**src/monitor_regs_pkg.sv**
```systemverilog
// Purpose: shared constants and carrier types for the monitor register bank upper part
// Assumes: one 40 MHz system clock, synchronous active-high power-on reset
// Notes:   offsets are the byte addresses seen by the management-bus engine
package monitor_regs_pkg;

  // ***************************************************************
  // register offsets
  // ***************************************************************
  localparam logic [7:0] OFS_IRQ_MASK_GROUP_TWO         = 8'h44;
  localparam logic [7:0] OFS_CASE_OPEN_CLEAR            = 8'h46;
  localparam logic [7:0] OFS_CORE_CODE_AND_FAN_PRESCALE = 8'h47;
  localparam logic [7:0] OFS_CORE_CODE_MSB_AND_IDENT    = 8'h49;
  localparam logic [7:0] OFS_SECOND_CONFIGURATION       = 8'h4a;
  localparam logic [7:0] OFS_IRQ_FLAGS_ONE_COPY         = 8'h4c;
  localparam logic [7:0] OFS_IRQ_FLAGS_TWO_COPY         = 8'h4d;

  // ***************************************************************
  // field positions
  // ***************************************************************
  localparam int unsigned CLR_BIT          = 7;
  localparam int unsigned FAN_A_LSB        = 4;
  localparam int unsigned FAN_B_LSB        = 6;
  localparam int unsigned CFG_OVERTEMP_LINE_MASK   = 0;
  localparam int unsigned CFG_AMB_LOCK     = 1;
  localparam int unsigned CFG_REM_LOCK     = 2;
  localparam int unsigned CFG_ACPI_MODE    = 3;
  localparam int unsigned CFG_AUX_A_EN     = 6;
  localparam int unsigned CFG_AUX_B_EN     = 7;
  localparam int unsigned TWO_CASE_OPEN    = 4;
  localparam int unsigned TWO_OVERTEMP     = 5;
  localparam int unsigned TWO_DIODE_ONE    = 6;
  localparam int unsigned TWO_DIODE_TWO    = 7;
  localparam logic [7:0]  MASK_TWO_LIVE    = 8'hf3;
  localparam logic [7:0]  FLAGS_TWO_LIVE   = 8'hf3;
  localparam logic [7:0]  CFG_WRITABLE     = 8'hcf;
  localparam logic [7:0]  ONE_THERMAL_BITS = 8'h30;

  // ***************************************************************
  // reset values and identity
  // ***************************************************************
  localparam logic [7:0] RST_MASK_TWO     = 8'h00;
  localparam logic [7:0] RST_CONFIG_TWO   = 8'h00;
  localparam logic [3:0] RST_FAN_PRESCALE = 4'h0;
  localparam logic [7:0] RST_FLAGS        = 8'h00;
  // identity pattern value is arbitrary
  localparam logic [6:0] IDENT_PATTERN    = 7'h2a;

  // ***************************************************************
  // timing
  // ***************************************************************
  localparam int unsigned CLK_HZ             = 40000000;
  localparam int unsigned CLEAR_PULSE_MS     = 20;
  localparam int unsigned CLEAR_PULSE_CYCLES = (CLEAR_PULSE_MS * CLK_HZ + 999) / 1000;
  localparam int unsigned PULSE_CNT_W        = 20;

  typedef enum logic [1:0] {
    PULSE_IDLE    = 2'b00,
    PULSE_LOW     = 2'b01,
    PULSE_RELEASE = 2'b11
  } pulse_state_t;

  typedef struct packed {
    logic [7:0] addr;
    logic       wr;
    logic       rd;
    logic [7:0] wdata;
  } reg_req_t;

  typedef struct packed {
    logic [7:0] group_one;
    logic [1:0] volt_two;
    logic       overtemp_pulled_low;
    logic       diode_one_fault;
    logic       diode_two_fault;
  } monitor_cond_t;

endpackage

```
**src/sticky_flag_bank.sv**
```systemverilog
// Purpose: eight sticky status flags, set by conditions, cleared by a read
// Assumes: set and clear are synchronous to i_core_clk
// Notes:   a set in the clearing cycle wins so no event is lost
`timescale 1ns/100ps
module sticky_flag_bank
  import monitor_regs_pkg::*;
(
  input  wire logic       i_core_clk,
  input  wire logic       i_sys_rst,
  input  wire logic [7:0] i_set,
  input  wire logic [7:0] i_clear,
  output logic      [7:0] o_flags
);

  logic [7:0] flags_reg;
  logic [7:0] flags_next;

  assign flags_next = (flags_reg & ~i_clear) | i_set;
  assign o_flags    = flags_reg;

  always_ff @(posedge i_core_clk) begin
    if (i_sys_rst) flags_reg <= RST_FLAGS;
    else flags_reg <= flags_next;
  end
endmodule

```
**src/case_open_pulse.sv**
```systemverilog
// Purpose: drives the case-open pin low for a fixed time after a clear request
// Assumes: start is a single-cycle request; requests while busy are ignored
// Notes:   one release cycle follows the low time before busy drops
`timescale 1ns/100ps
module case_open_pulse
  import monitor_regs_pkg::*;
#(
  parameter int unsigned PULSE_CYCLES = CLEAR_PULSE_CYCLES
) (
  input  wire logic i_core_clk,
  input  wire logic i_sys_rst,
  input  wire logic i_start,
  output logic      o_busy,
  output logic      o_pin_oe_n
);

  pulse_state_t           state_reg;
  pulse_state_t           state_next;
  logic [PULSE_CNT_W-1:0] cnt_reg;
  logic                   oe_n_reg;
  logic                   cnt_done;

  assign cnt_done   = (cnt_reg == '0);
  assign o_busy     = (state_reg != PULSE_IDLE);
  assign o_pin_oe_n = oe_n_reg;

  always_comb begin
    state_next = state_reg;
    case (state_reg)
      PULSE_IDLE:    if (i_start) state_next = PULSE_LOW;
      PULSE_LOW:     if (cnt_done) state_next = PULSE_RELEASE;
      PULSE_RELEASE: state_next = PULSE_IDLE;
      default:       state_next = PULSE_IDLE;
    endcase
  end

  always_ff @(posedge i_core_clk) begin
    if (i_sys_rst) begin
      state_reg <= PULSE_IDLE;
      cnt_reg   <= '0;
      oe_n_reg  <= 1'b1;
    end else begin
      state_reg <= state_next;
      oe_n_reg  <= (state_next != PULSE_LOW);
      if (state_reg == PULSE_IDLE) cnt_reg <= PULSE_CNT_W'(PULSE_CYCLES - 1);
      else if (!cnt_done) cnt_reg <= cnt_reg - 1'b1;
    end
  end

  // ***************************************************************
  // checks
  // ***************************************************************
  logic [PULSE_CNT_W-1:0] low_len_reg;
  always_ff @(posedge i_core_clk) begin
    if (i_sys_rst) low_len_reg <= '0;
    else if (!o_pin_oe_n) low_len_reg <= low_len_reg + 1'b1;
    else low_len_reg <= '0;
  end
endmodule

```
**src/monitor_irq_mask_config_regs.sv**
```systemverilog
// Purpose: mask, case-open clear, prescale, identity, config and status mirror registers
// Assumes: register strobes come from the management-bus engine, one cycle each
// Notes:   the status flags live here; the primary status registers read o_flags_*
`timescale 1ns/100ps
// Overview of operation
// - mask two bits 0,1,4-7 set keep matching group-two flags off interrupt
// - mask two bits 2,3 are plain read/write, zero after reset
// - writing clear bit 7 drives case-open pin low at least 20 ms
// - clear bit drops by itself once the low pulse ends
// - clear register bits 0-6 read zero
// - offset 0x47 bits 0-3 read the live lower core voltage code pins
// - 0x47 bits 5:4 set fan a prescale 1,2,4,8
// - 0x47 bits 7:6 set fan b prescale 1,2,4,8
// - 0x49 bit 0 reads the live core voltage code msb pin
// - 0x49 bits 1-7 read a fixed identity pattern, writes ignored
// - config bit 0 keeps thermal flags off interrupt, overtemp unaffected
// - config bit 1 written one locks ambient fan control until reset
// - config bit 2 written one locks remote fan control until reset
// - config bit 3 picks overtemp line mode: 0 default, 1 ACPI
// - config bit 6 enables aux pin a as active-high interrupt under channel mode
// - config bit 7 enables aux pin b likewise, zero after reset
// - config resets to zero; bits 4,5 reserved read-only
// - mirror one bits set on voltage or fan limit breach
// - mirror one bits 4,5 set on temperature interrupts or limits
// - mirror two bit 4 set when case-open input is high outside the clear low pulse
// - mirror two bit 5 external overtemp pull-low; bits 6,7 diode faults
// - reading status clears it; a still present condition sets it again
module monitor_irq_mask_config_regs
  import monitor_regs_pkg::*;
#(
  parameter int unsigned CLEAR_PULSE_LEN = CLEAR_PULSE_CYCLES
) (
  input  wire logic          i_core_clk,
  input  wire logic          i_sys_rst,
  input  wire reg_req_t      i_reg_req,
  input  wire logic [1:0]    i_primary_status_rd,
  input  wire logic [7:0]    i_irq_mask_group_one,
  input  wire monitor_cond_t i_cond,
  input  wire logic [3:0]    i_core_voltage_code,
  input  wire logic          i_core_voltage_code_msb,
  input  wire logic          i_case_open_in,
  input  wire logic          i_chan_mode_irq,
  input  wire logic          i_aux_irq_a,
  input  wire logic          i_aux_irq_b,
  output logic [7:0]         o_reg_rdata,
  output logic               o_irq_n,
  output logic               o_case_open_out,
  output logic               o_case_open_oe_n,
  output logic [1:0]         o_fan_a_prescale,
  output logic [1:0]         o_fan_b_prescale,
  output logic               o_ambient_fan_lock,
  output logic               o_remote_fan_lock,
  output logic               o_overtemp_acpi_mode,
  output logic [7:0]         o_flags_one,
  output logic [7:0]         o_flags_two
);

  // ***************************************************************
  // helpers
  // ***************************************************************
  function automatic logic hit(input reg_req_t req, input logic [7:0] ofs);
    hit = (req.addr == ofs);
  endfunction

  // ***************************************************************
  // storage
  // ***************************************************************
  logic [7:0] mask_two_reg;
  logic [7:0] mask_two_next;
  logic [3:0] prescale_reg;
  logic [3:0] prescale_next;
  logic [7:0] config_reg;
  logic [7:0] config_next;
  logic [7:0] rdata_reg;
  logic [7:0] rdata_next;
  logic       irq_n_reg;
  logic       irq_n_next;
  logic       case_open_out_reg;

  // ***************************************************************
  // decode
  // ***************************************************************
  logic       wr_mask_two;
  logic       wr_clear;
  logic       wr_prescale;
  logic       wr_config;
  logic       rd_copy_one;
  logic       rd_copy_two;
  logic       clear_busy;
  logic       clear_start;
  logic       pin_oe_n;

  assign wr_mask_two = i_reg_req.wr && hit(i_reg_req, OFS_IRQ_MASK_GROUP_TWO);
  assign wr_clear    = i_reg_req.wr && hit(i_reg_req, OFS_CASE_OPEN_CLEAR);
  assign wr_prescale = i_reg_req.wr && hit(i_reg_req, OFS_CORE_CODE_AND_FAN_PRESCALE);
  assign wr_config   = i_reg_req.wr && hit(i_reg_req, OFS_SECOND_CONFIGURATION);
  assign rd_copy_one = i_reg_req.rd && hit(i_reg_req, OFS_IRQ_FLAGS_ONE_COPY);
  assign rd_copy_two = i_reg_req.rd && hit(i_reg_req, OFS_IRQ_FLAGS_TWO_COPY);

  // a request while the pulse runs is dropped rather than stretching it
  assign clear_start = wr_clear && i_reg_req.wdata[CLR_BIT] && !clear_busy;

  // ***************************************************************
  // next values of software registers
  // ***************************************************************
  assign mask_two_next = wr_mask_two ? i_reg_req.wdata : mask_two_reg;
  assign prescale_next = wr_prescale ? i_reg_req.wdata[7:4] : prescale_reg;

  // lock bits can only rise: a zero written later is ignored until reset
  always_comb begin
    config_next = config_reg;
    if (wr_config) begin
      config_next = (i_reg_req.wdata & CFG_WRITABLE);
      config_next[CFG_AMB_LOCK] = config_reg[CFG_AMB_LOCK] | i_reg_req.wdata[CFG_AMB_LOCK];
      config_next[CFG_REM_LOCK] = config_reg[CFG_REM_LOCK] | i_reg_req.wdata[CFG_REM_LOCK];
    end
  end

  // ***************************************************************
  // status flags
  // ***************************************************************
  logic [7:0] set_one;
  logic [7:0] set_two;
  logic [7:0] clr_one;
  logic [7:0] clr_two;
  logic [7:0] flags_one;
  logic [7:0] flags_two;
  logic       case_open_seen;

  // while we pull the pin low ourselves its level says nothing about the case
  assign case_open_seen = i_case_open_in && pin_oe_n;
  assign set_one = i_cond.group_one;
  assign set_two = {i_cond.diode_two_fault, i_cond.diode_one_fault,
                    i_cond.overtemp_pulled_low, case_open_seen,
                    2'b00, i_cond.volt_two} & FLAGS_TWO_LIVE;
  // primary and copy share one store, so they cannot disagree
  assign clr_one = {8{rd_copy_one | i_primary_status_rd[0]}};
  assign clr_two = {8{rd_copy_two | i_primary_status_rd[1]}};

  sticky_flag_bank u_flags_one (
    .i_core_clk (i_core_clk),
    .i_sys_rst  (i_sys_rst),
    .i_set      (set_one),
    .i_clear    (clr_one),
    .o_flags    (flags_one)
  );

  sticky_flag_bank u_flags_two (
    .i_core_clk (i_core_clk),
    .i_sys_rst  (i_sys_rst),
    .i_set      (set_two),
    .i_clear    (clr_two),
    .o_flags    (flags_two)
  );

  // ***************************************************************
  // case-open clear pulse
  // ***************************************************************
  case_open_pulse #(
    .PULSE_CYCLES (CLEAR_PULSE_LEN)
  ) u_case_open_pulse (
    .i_core_clk (i_core_clk),
    .i_sys_rst  (i_sys_rst),
    .i_start    (clear_start),
    .o_busy     (clear_busy),
    .o_pin_oe_n (pin_oe_n)
  );

  // ***************************************************************
  // interrupt combine
  // ***************************************************************
  logic [7:0] one_gate;
  logic       pend_one;
  logic       pend_two;
  logic       aux_pend;

  // thermal mask only affects the interrupt line, never the overtemp line
  assign one_gate = ~i_irq_mask_group_one
                    & ~(config_reg[CFG_OVERTEMP_LINE_MASK] ? ONE_THERMAL_BITS : 8'h00);
  assign pend_one = |(flags_one & one_gate);
  assign pend_two = |(flags_two & ~mask_two_reg & MASK_TWO_LIVE);
  assign aux_pend = i_chan_mode_irq
                    && ((config_reg[CFG_AUX_A_EN] && i_aux_irq_a)
                     || (config_reg[CFG_AUX_B_EN] && i_aux_irq_b));
  assign irq_n_next = !(pend_one || pend_two || aux_pend);

  // ***************************************************************
  // read mux
  // ***************************************************************
  always_comb begin
    rdata_next = 8'h00;
    if (hit(i_reg_req, OFS_IRQ_MASK_GROUP_TWO)) rdata_next = mask_two_reg;
    else if (hit(i_reg_req, OFS_CASE_OPEN_CLEAR)) rdata_next = {clear_busy, 7'h00};
    else if (hit(i_reg_req, OFS_CORE_CODE_AND_FAN_PRESCALE))
      rdata_next = {prescale_reg, i_core_voltage_code};
    else if (hit(i_reg_req, OFS_CORE_CODE_MSB_AND_IDENT))
      rdata_next = {IDENT_PATTERN, i_core_voltage_code_msb};
    else if (hit(i_reg_req, OFS_SECOND_CONFIGURATION)) rdata_next = config_reg;
    else if (hit(i_reg_req, OFS_IRQ_FLAGS_ONE_COPY)) rdata_next = flags_one;
    else if (hit(i_reg_req, OFS_IRQ_FLAGS_TWO_COPY)) rdata_next = flags_two;
  end

  // ***************************************************************
  // registers
  // ***************************************************************
  always_ff @(posedge i_core_clk) begin
    if (i_sys_rst) begin
      mask_two_reg <= RST_MASK_TWO;
      prescale_reg <= RST_FAN_PRESCALE;
      config_reg   <= RST_CONFIG_TWO;
      irq_n_reg    <= 1'b1;
    end else begin
      mask_two_reg <= mask_two_next;
      prescale_reg <= prescale_next;
      config_reg   <= config_next;
      irq_n_reg    <= irq_n_next;
    end
  end

  // read data holds until the next read so the bus engine can sample late
  always_ff @(posedge i_core_clk) begin
    if (i_sys_rst) rdata_reg <= 8'h00;
    else if (i_reg_req.rd) rdata_reg <= rdata_next;
  end

  always_ff @(posedge i_core_clk) begin
    if (i_sys_rst) case_open_out_reg <= 1'b0;
    else case_open_out_reg <= 1'b0;
  end

  // ***************************************************************
  // outputs
  // ***************************************************************
  assign o_reg_rdata          = rdata_reg;
  assign o_irq_n              = irq_n_reg;
  assign o_case_open_out      = case_open_out_reg;
  assign o_case_open_oe_n     = pin_oe_n;
  assign o_fan_a_prescale     = prescale_reg[FAN_A_LSB-4 +: 2];
  assign o_fan_b_prescale     = prescale_reg[FAN_B_LSB-4 +: 2];
  assign o_ambient_fan_lock   = config_reg[CFG_AMB_LOCK];
  assign o_remote_fan_lock    = config_reg[CFG_REM_LOCK];
  assign o_overtemp_acpi_mode = config_reg[CFG_ACPI_MODE];
  assign o_flags_one          = flags_one;
  assign o_flags_two          = flags_two;
endmodule

```
**config.mk**
```make
export PLATFORM = sky130hd
export DESIGN_NAME = monitor_irq_mask_config_regs
export DESIGN_NICKNAME = d
export VERILOG_FILES = /design/src/monitor_regs_pkg.sv /design/src/sticky_flag_bank.sv /design/src/case_open_pulse.sv /design/src/monitor_irq_mask_config_regs.sv
export SDC_FILE = /design/constraint.sdc
export NUM_CORES = 1
export LEC_CHECK = 0
export BUFFER_PORTS_ARGS = -buffer_cell sky130_fd_sc_hd__buf_4
export CORE_MARGIN = 2
export CORE_UTILIZATION = 40
export CTS_BUF_LIST = sky130_fd_sc_hd__clkbuf_4
export DETAILED_ROUTE_END_ITERATION = 16
export PLACE_DENSITY_LB_ADDON = 0.2
export SETUP_SLACK_MARGIN = 0.02
export SYNTH_ARGS = -nofsm -noshare
export SYNTH_HDL_FRONTEND = slang
export SYNTH_SLANG_ARGS = --single-unit
```
**constraint.sdc**
```tcl
create_clock -name i_core_clk -period 3.2 [get_ports i_core_clk]
set_input_delay 0 -clock i_core_clk [delete_from_list [all_inputs] [get_ports i_core_clk]]
set_output_delay 0 -clock i_core_clk [all_outputs]
set_load 0.1 [all_outputs]
```
== Word-level counts from Yosys, hierarchy flattened ==
Index checks and enable logic that the tools add are counted.
Operators by class
  add/subtract/negate cells: 1
  equal/unequal tests: 10
  mux-type cells: 13
  bitwise operators: 16
  reductions and logical operators: 23
Operators by type and width (number)
  == test 8 x 7 -> 1 bit, second input constant: 7
  2-to-1 mux 8 bit: 7
  AND 8 bit: 5
  2-to-1 mux 20 bit: 2
  inverter 8 bit: 4
  logical NOT 20 bit: 1
  subtractor 20 x 1 -> 20 bit, second input constant: 1
  OR 8 bit: 2
  logical AND 1 bit: 12
  inverter 6 -> 8 bit: 1
  OR reduction 8 bit: 1
  2-to-1 mux 6 bit: 1
  OR reduction 6 bit: 1
  2-to-1 mux 2 bit: 2
  OR 1 bit: 4
  one-hot mux 2 bit (2 select lines): 1
  logical OR 1 bit: 3
  == test 2 x 1 -> 1 bit, second input constant: 1
  logical NOT 1 bit: 2
  logical NOT 2 bit: 1
  != test 2 x 1 -> 1 bit, second input constant: 1
  != test 2 bit, second input constant: 1
  nonzero test 2 bit: 1
  OR reduction 2 bit: 1
Storage, ports and cells
  register bits: 66
  bits of input ports: 52
  output and inout bits: 34
  logic and storage cells: 74

== Depth between registers and ports, before layout ==
  depth in word-level cells: 8
  mapped depth: 7
  mapped depth without buffers: 6

== Cells and area by module ==
From an unflattened synthesis, not the netlist that was laid out.
Second synthesis, totals
  cell total of the unflattened synthesis: 403
  area, all modules: 3587.2 um^2
By module, submodules not included
  monitor_irq_mask_config_regs: instances 1, cells each 201, area each 1671.6 um^2, seq. area each 540.5 um^2
  case_open_pulse: instances 1, cells each 136, area each 1152.4 um^2, seq. area each 460.4 um^2
  sticky_flag_bank: instances 2, cells each 33, area each 381.6 um^2, seq. area each 160.2 um^2

== Worst setup path after synthesis ==
Ideal clock, no wire load.
  path type: flip-flop to flip-flop
  from: register u_case_open_pulse.cnt_reg[0]
  to: register u_case_open_pulse.cnt_reg[4]
  setup time: 132 ps
  arrival time: 1791 ps
  required time: 3068 ps
  setup slack: 1277 ps
  cell stages (with the launch flop): 8
  path buffers: 1
  period minus slack after synthesis: 1923 ps
  path through: dfxtp_1 > inv_1 > ha_1 > or3b_2 > clkbuf_1 > or4_4 > o21ai_0 > a21oi_1
On the way
  cells in the longest elaborated chain, start to end: 3
  elaborated cells between the ends (all ways): 5
  classes of those cells: add/sub: 1; eq/ne: 1; mux: 2; reduce/logical: 1
RTL lines
  start: declaration: RTL line case_open_pulse.sv:19  | logic [PULSE_CNT_W-1:0] cnt_reg;
  start signal: assignment: RTL line case_open_pulse.sv:45  | if (state_reg == PULSE_IDLE) cnt_reg <= PULSE_CNT_W'(PULSE_CYCLES - 1);
  start signal: assignment: RTL line case_open_pulse.sv:46  | else if (!cnt_done) cnt_reg <= cnt_reg - 1'b1;
  subtractor 20 x 1 -> 20 bit: RTL line case_open_pulse.sv:46
  2-to-1 mux 20 bit: RTL line case_open_pulse.sv:46
  2-to-1 mux 20 bit: RTL line case_open_pulse.sv:45
Several ways; a longest one is shown, not always the timed one. The select of a mux whose other input is x is not followed.
A chain may end at the register's enable or synchronous reset.

== Worst setup path in the final report ==
  from: register u_case_open_pulse.cnt_reg[0]
  to: register u_case_open_pulse.cnt_reg[18]
Same word-level chain as after synthesis.

==> results.yml <==
layout:
  drive_gt1_share_pct: 23.3
  largest_reg_flops: 20
  final_common_cell: "buf_4"
  area_growth_pct: 31.4
  final_cell_mix: "88 x buf_4, 66 x dfxtp_1, 39 x nor2_1"
  diodes: 0
  nets: 553
synthesis:
  synth_seq_cells: 66
  synth.distinct_cells: 62
  syn_avg_cell_area_sq_um: 8.48
  yosysWarnings: 0
  synthFlopType: "dfxtp_1"
  syn_inst: 401
  synth_edf_count: 0
  synthArstFlopShare_pct: 0
  ys_seq_area_share_pct: 38.8
  syn_nets: 455
  syn_area_sq_mm: 0.00340
placed_design:
  gp_congestion: 0.888
  hpwl_um: 7350
  portBuffers: 84
clock_network:
  htreeDepth: 3
  clock_latency_ps: 410
  cts_tree: "yes"
  cts_inserted_buffers: 9
  cts_hold_buffers: 25
  cts_root_buffer: "clkbuf_4"
  post_cts_buffers: 0
  cts_buffer_depth: 2
  ctsResizeCount: 0
  cts.clk_slew.worst_paths_ps: 110
  clock-sinks: 66
floorplanning:
  core_area_sq_mm: 0.00822
  initial_core_util_pct: 41.4
  dieHeight_um: 96.2
  rows: 33
  io_pins: 86
  die_area_sq_mm: 0.00926
  die_w_um: 96.2
pwr:
  internal_power_mw: 1.22
  power_density_mw_per_mm2: 397
  p_sw_share_pct: 31.2
  clkPwrFrac_pct: 31.0
  ir_drop_mv: 0.239
  seq_power_share_pct: 49.4
  power_frac_comb_pct: 19.6
  p_leak_nw: 1.88
  p_sw_mw: 0.553
timing:
  slew_viol_final: 0
  rsz0062_at_grt: "no"
  tightest_slew_ps: 880
  setup_viol: 0
  max_clock_freq_mhz: 461
  fin_crit_ps: 2170
  finalCritPeriodShare_pct: 67.8
  fin_worst_skew_ps: 10.9
  fin_worst_hold_slack_ps: 61.2
  finalHoldViolCount: 0
  final.setup.tns_ps: 0
  timing.slew.headroom_pct: 40.6
setup_path:
  crit_chain: "inv_1 -> ha_1 -> nor4b_1 -> nand4_1 -> or4_1 -> a31oi_1"
  cp.required_ps: 3540
  end_kind: "register"
  path_buf_inv: 1
  worst-path-max-fanout: 5
  crit_arrival_ps: 2500
  worst_path_dominant_cell_family: "simple AND/OR/NAND/NOR gates"
  worstSetupPathType: "register to register"
  cp_slowest_stage_delay_ps: 510
  startpoint_type: "register"
  cp_slowest_cell: "or4_1"
global_routing:
  overflow: 0
  grt_pass1_wl_um: 16700
  grt_start_max_net_pins: 50
  grt_use_total_pct: 23.5
  antenna_found_initial: 0
  grt_pass1_vias: 3243
run:
  drv_cap: 0
detailed_routing:
  drt-initial-drc-count: 187
  drc_errors: 0
  viasPerCell: 5.76
  wire_per_inst_um: 17.3
  dr_total_vias: 3500
  finalWirelength_um: 10500
  first_pass_iters: 4
  antenna_left: 0
worst_hold_path:
  holdCritPathClass: "input pin to register"
outcome:
  status: "complete, no violations"
==> layer usage <==
metal	global-route usage, %	routed length (um)	vias to the layer above
li1	-	-	1709
met3	3.13	657	8
met4	8.33	115	0
met5	0	0	-
met1	32.5	4660	1661
met2	37.3	5090	122
==> worst paths after layout <==
path / start / to / slack [ps] / cells past startpoint
min: i_sys_rst / config_reg[2] / 60 / 2
max: u_case_open_pulse.cnt_reg[0] / u_case_open_pulse.cnt_reg[18] / 1030 / 6
max reg2reg: u_case_open_pulse.cnt_reg[0] / u_case_open_pulse.cnt_reg[18] / 1030 / 6
min reg2reg: o_reg_rdata[1] / o_reg_rdata[1] / 480 / 2
==> per-stage QoR <==
| stage | std cells | setup WS [ps] | util (%) | area (sq um) | power, mW |
|---|---|---|---|---|---|
| 4_1_cts | 608 | 1070 | 54.4 | 4470 | 1.78 |
| 2_1_floorplan | 401 | 1280 | - | 3400 | 1.10 |
| 5_1_grt | 608 | 803 | 54.4 | 4470 | 1.85 |
| 3_3_place_gp | 568 | 1190 | 49.8 | 4090 | 1.21 |
| 3_5_place_dp | 568 | 1110 | 49.8 | 4090 | 1.22 |
| 6_report | 608 | 1030 | 54.4 | 4470 | 1.77 |
==> logic make-up after synthesis <==
logic type / share of synthesized area [%]
fa+ha+maj: 0.735
compound gates: 23.6
flops: 38.8
simple gates: 25.3
mux: 6.25
other cells: 0.110
buf+inv: 5.22
==> power by group through the flow <==
stage,combinational [mW],sequential [mW],clock (mW)
floorplan,0.117,0.987,0
global placement,0.322,0.893,0
detailed placement,0.323,0.893,0
CTS,0.347,0.875,0.557
global route,0.372,0.879,0.595
finish,0.348,0.875,0.549
==> cell usage after synthesis (all sizes together), types with 11 or more instances <==
library cell  instances  area share [%]
a21oi                25             3.7
mux2i                19             5.6
nand2b               11             2.0
clkbuf               20             2.2
o21ai                12             1.8
nor3                 11             1.6
inv                  19             2.1
dfxtp                66              39
nor2                 40             4.5
a31oi                13             2.4
and3                 11             2.0
nand2                14             1.5
==> layout make-up <==
class / count / area [sq um]
multi-input cells: 290 / 1910
well taps: 105 / 131
fillers: 752 / 3750
flip-flops and latches: 66 / 1320
inverters: 19 / 71.3
clock buffers: 11 / 82.6
repair buffers: 113 / 911
clock inverters: 4 / 43.8
Power figures use the tool's default switching activity.
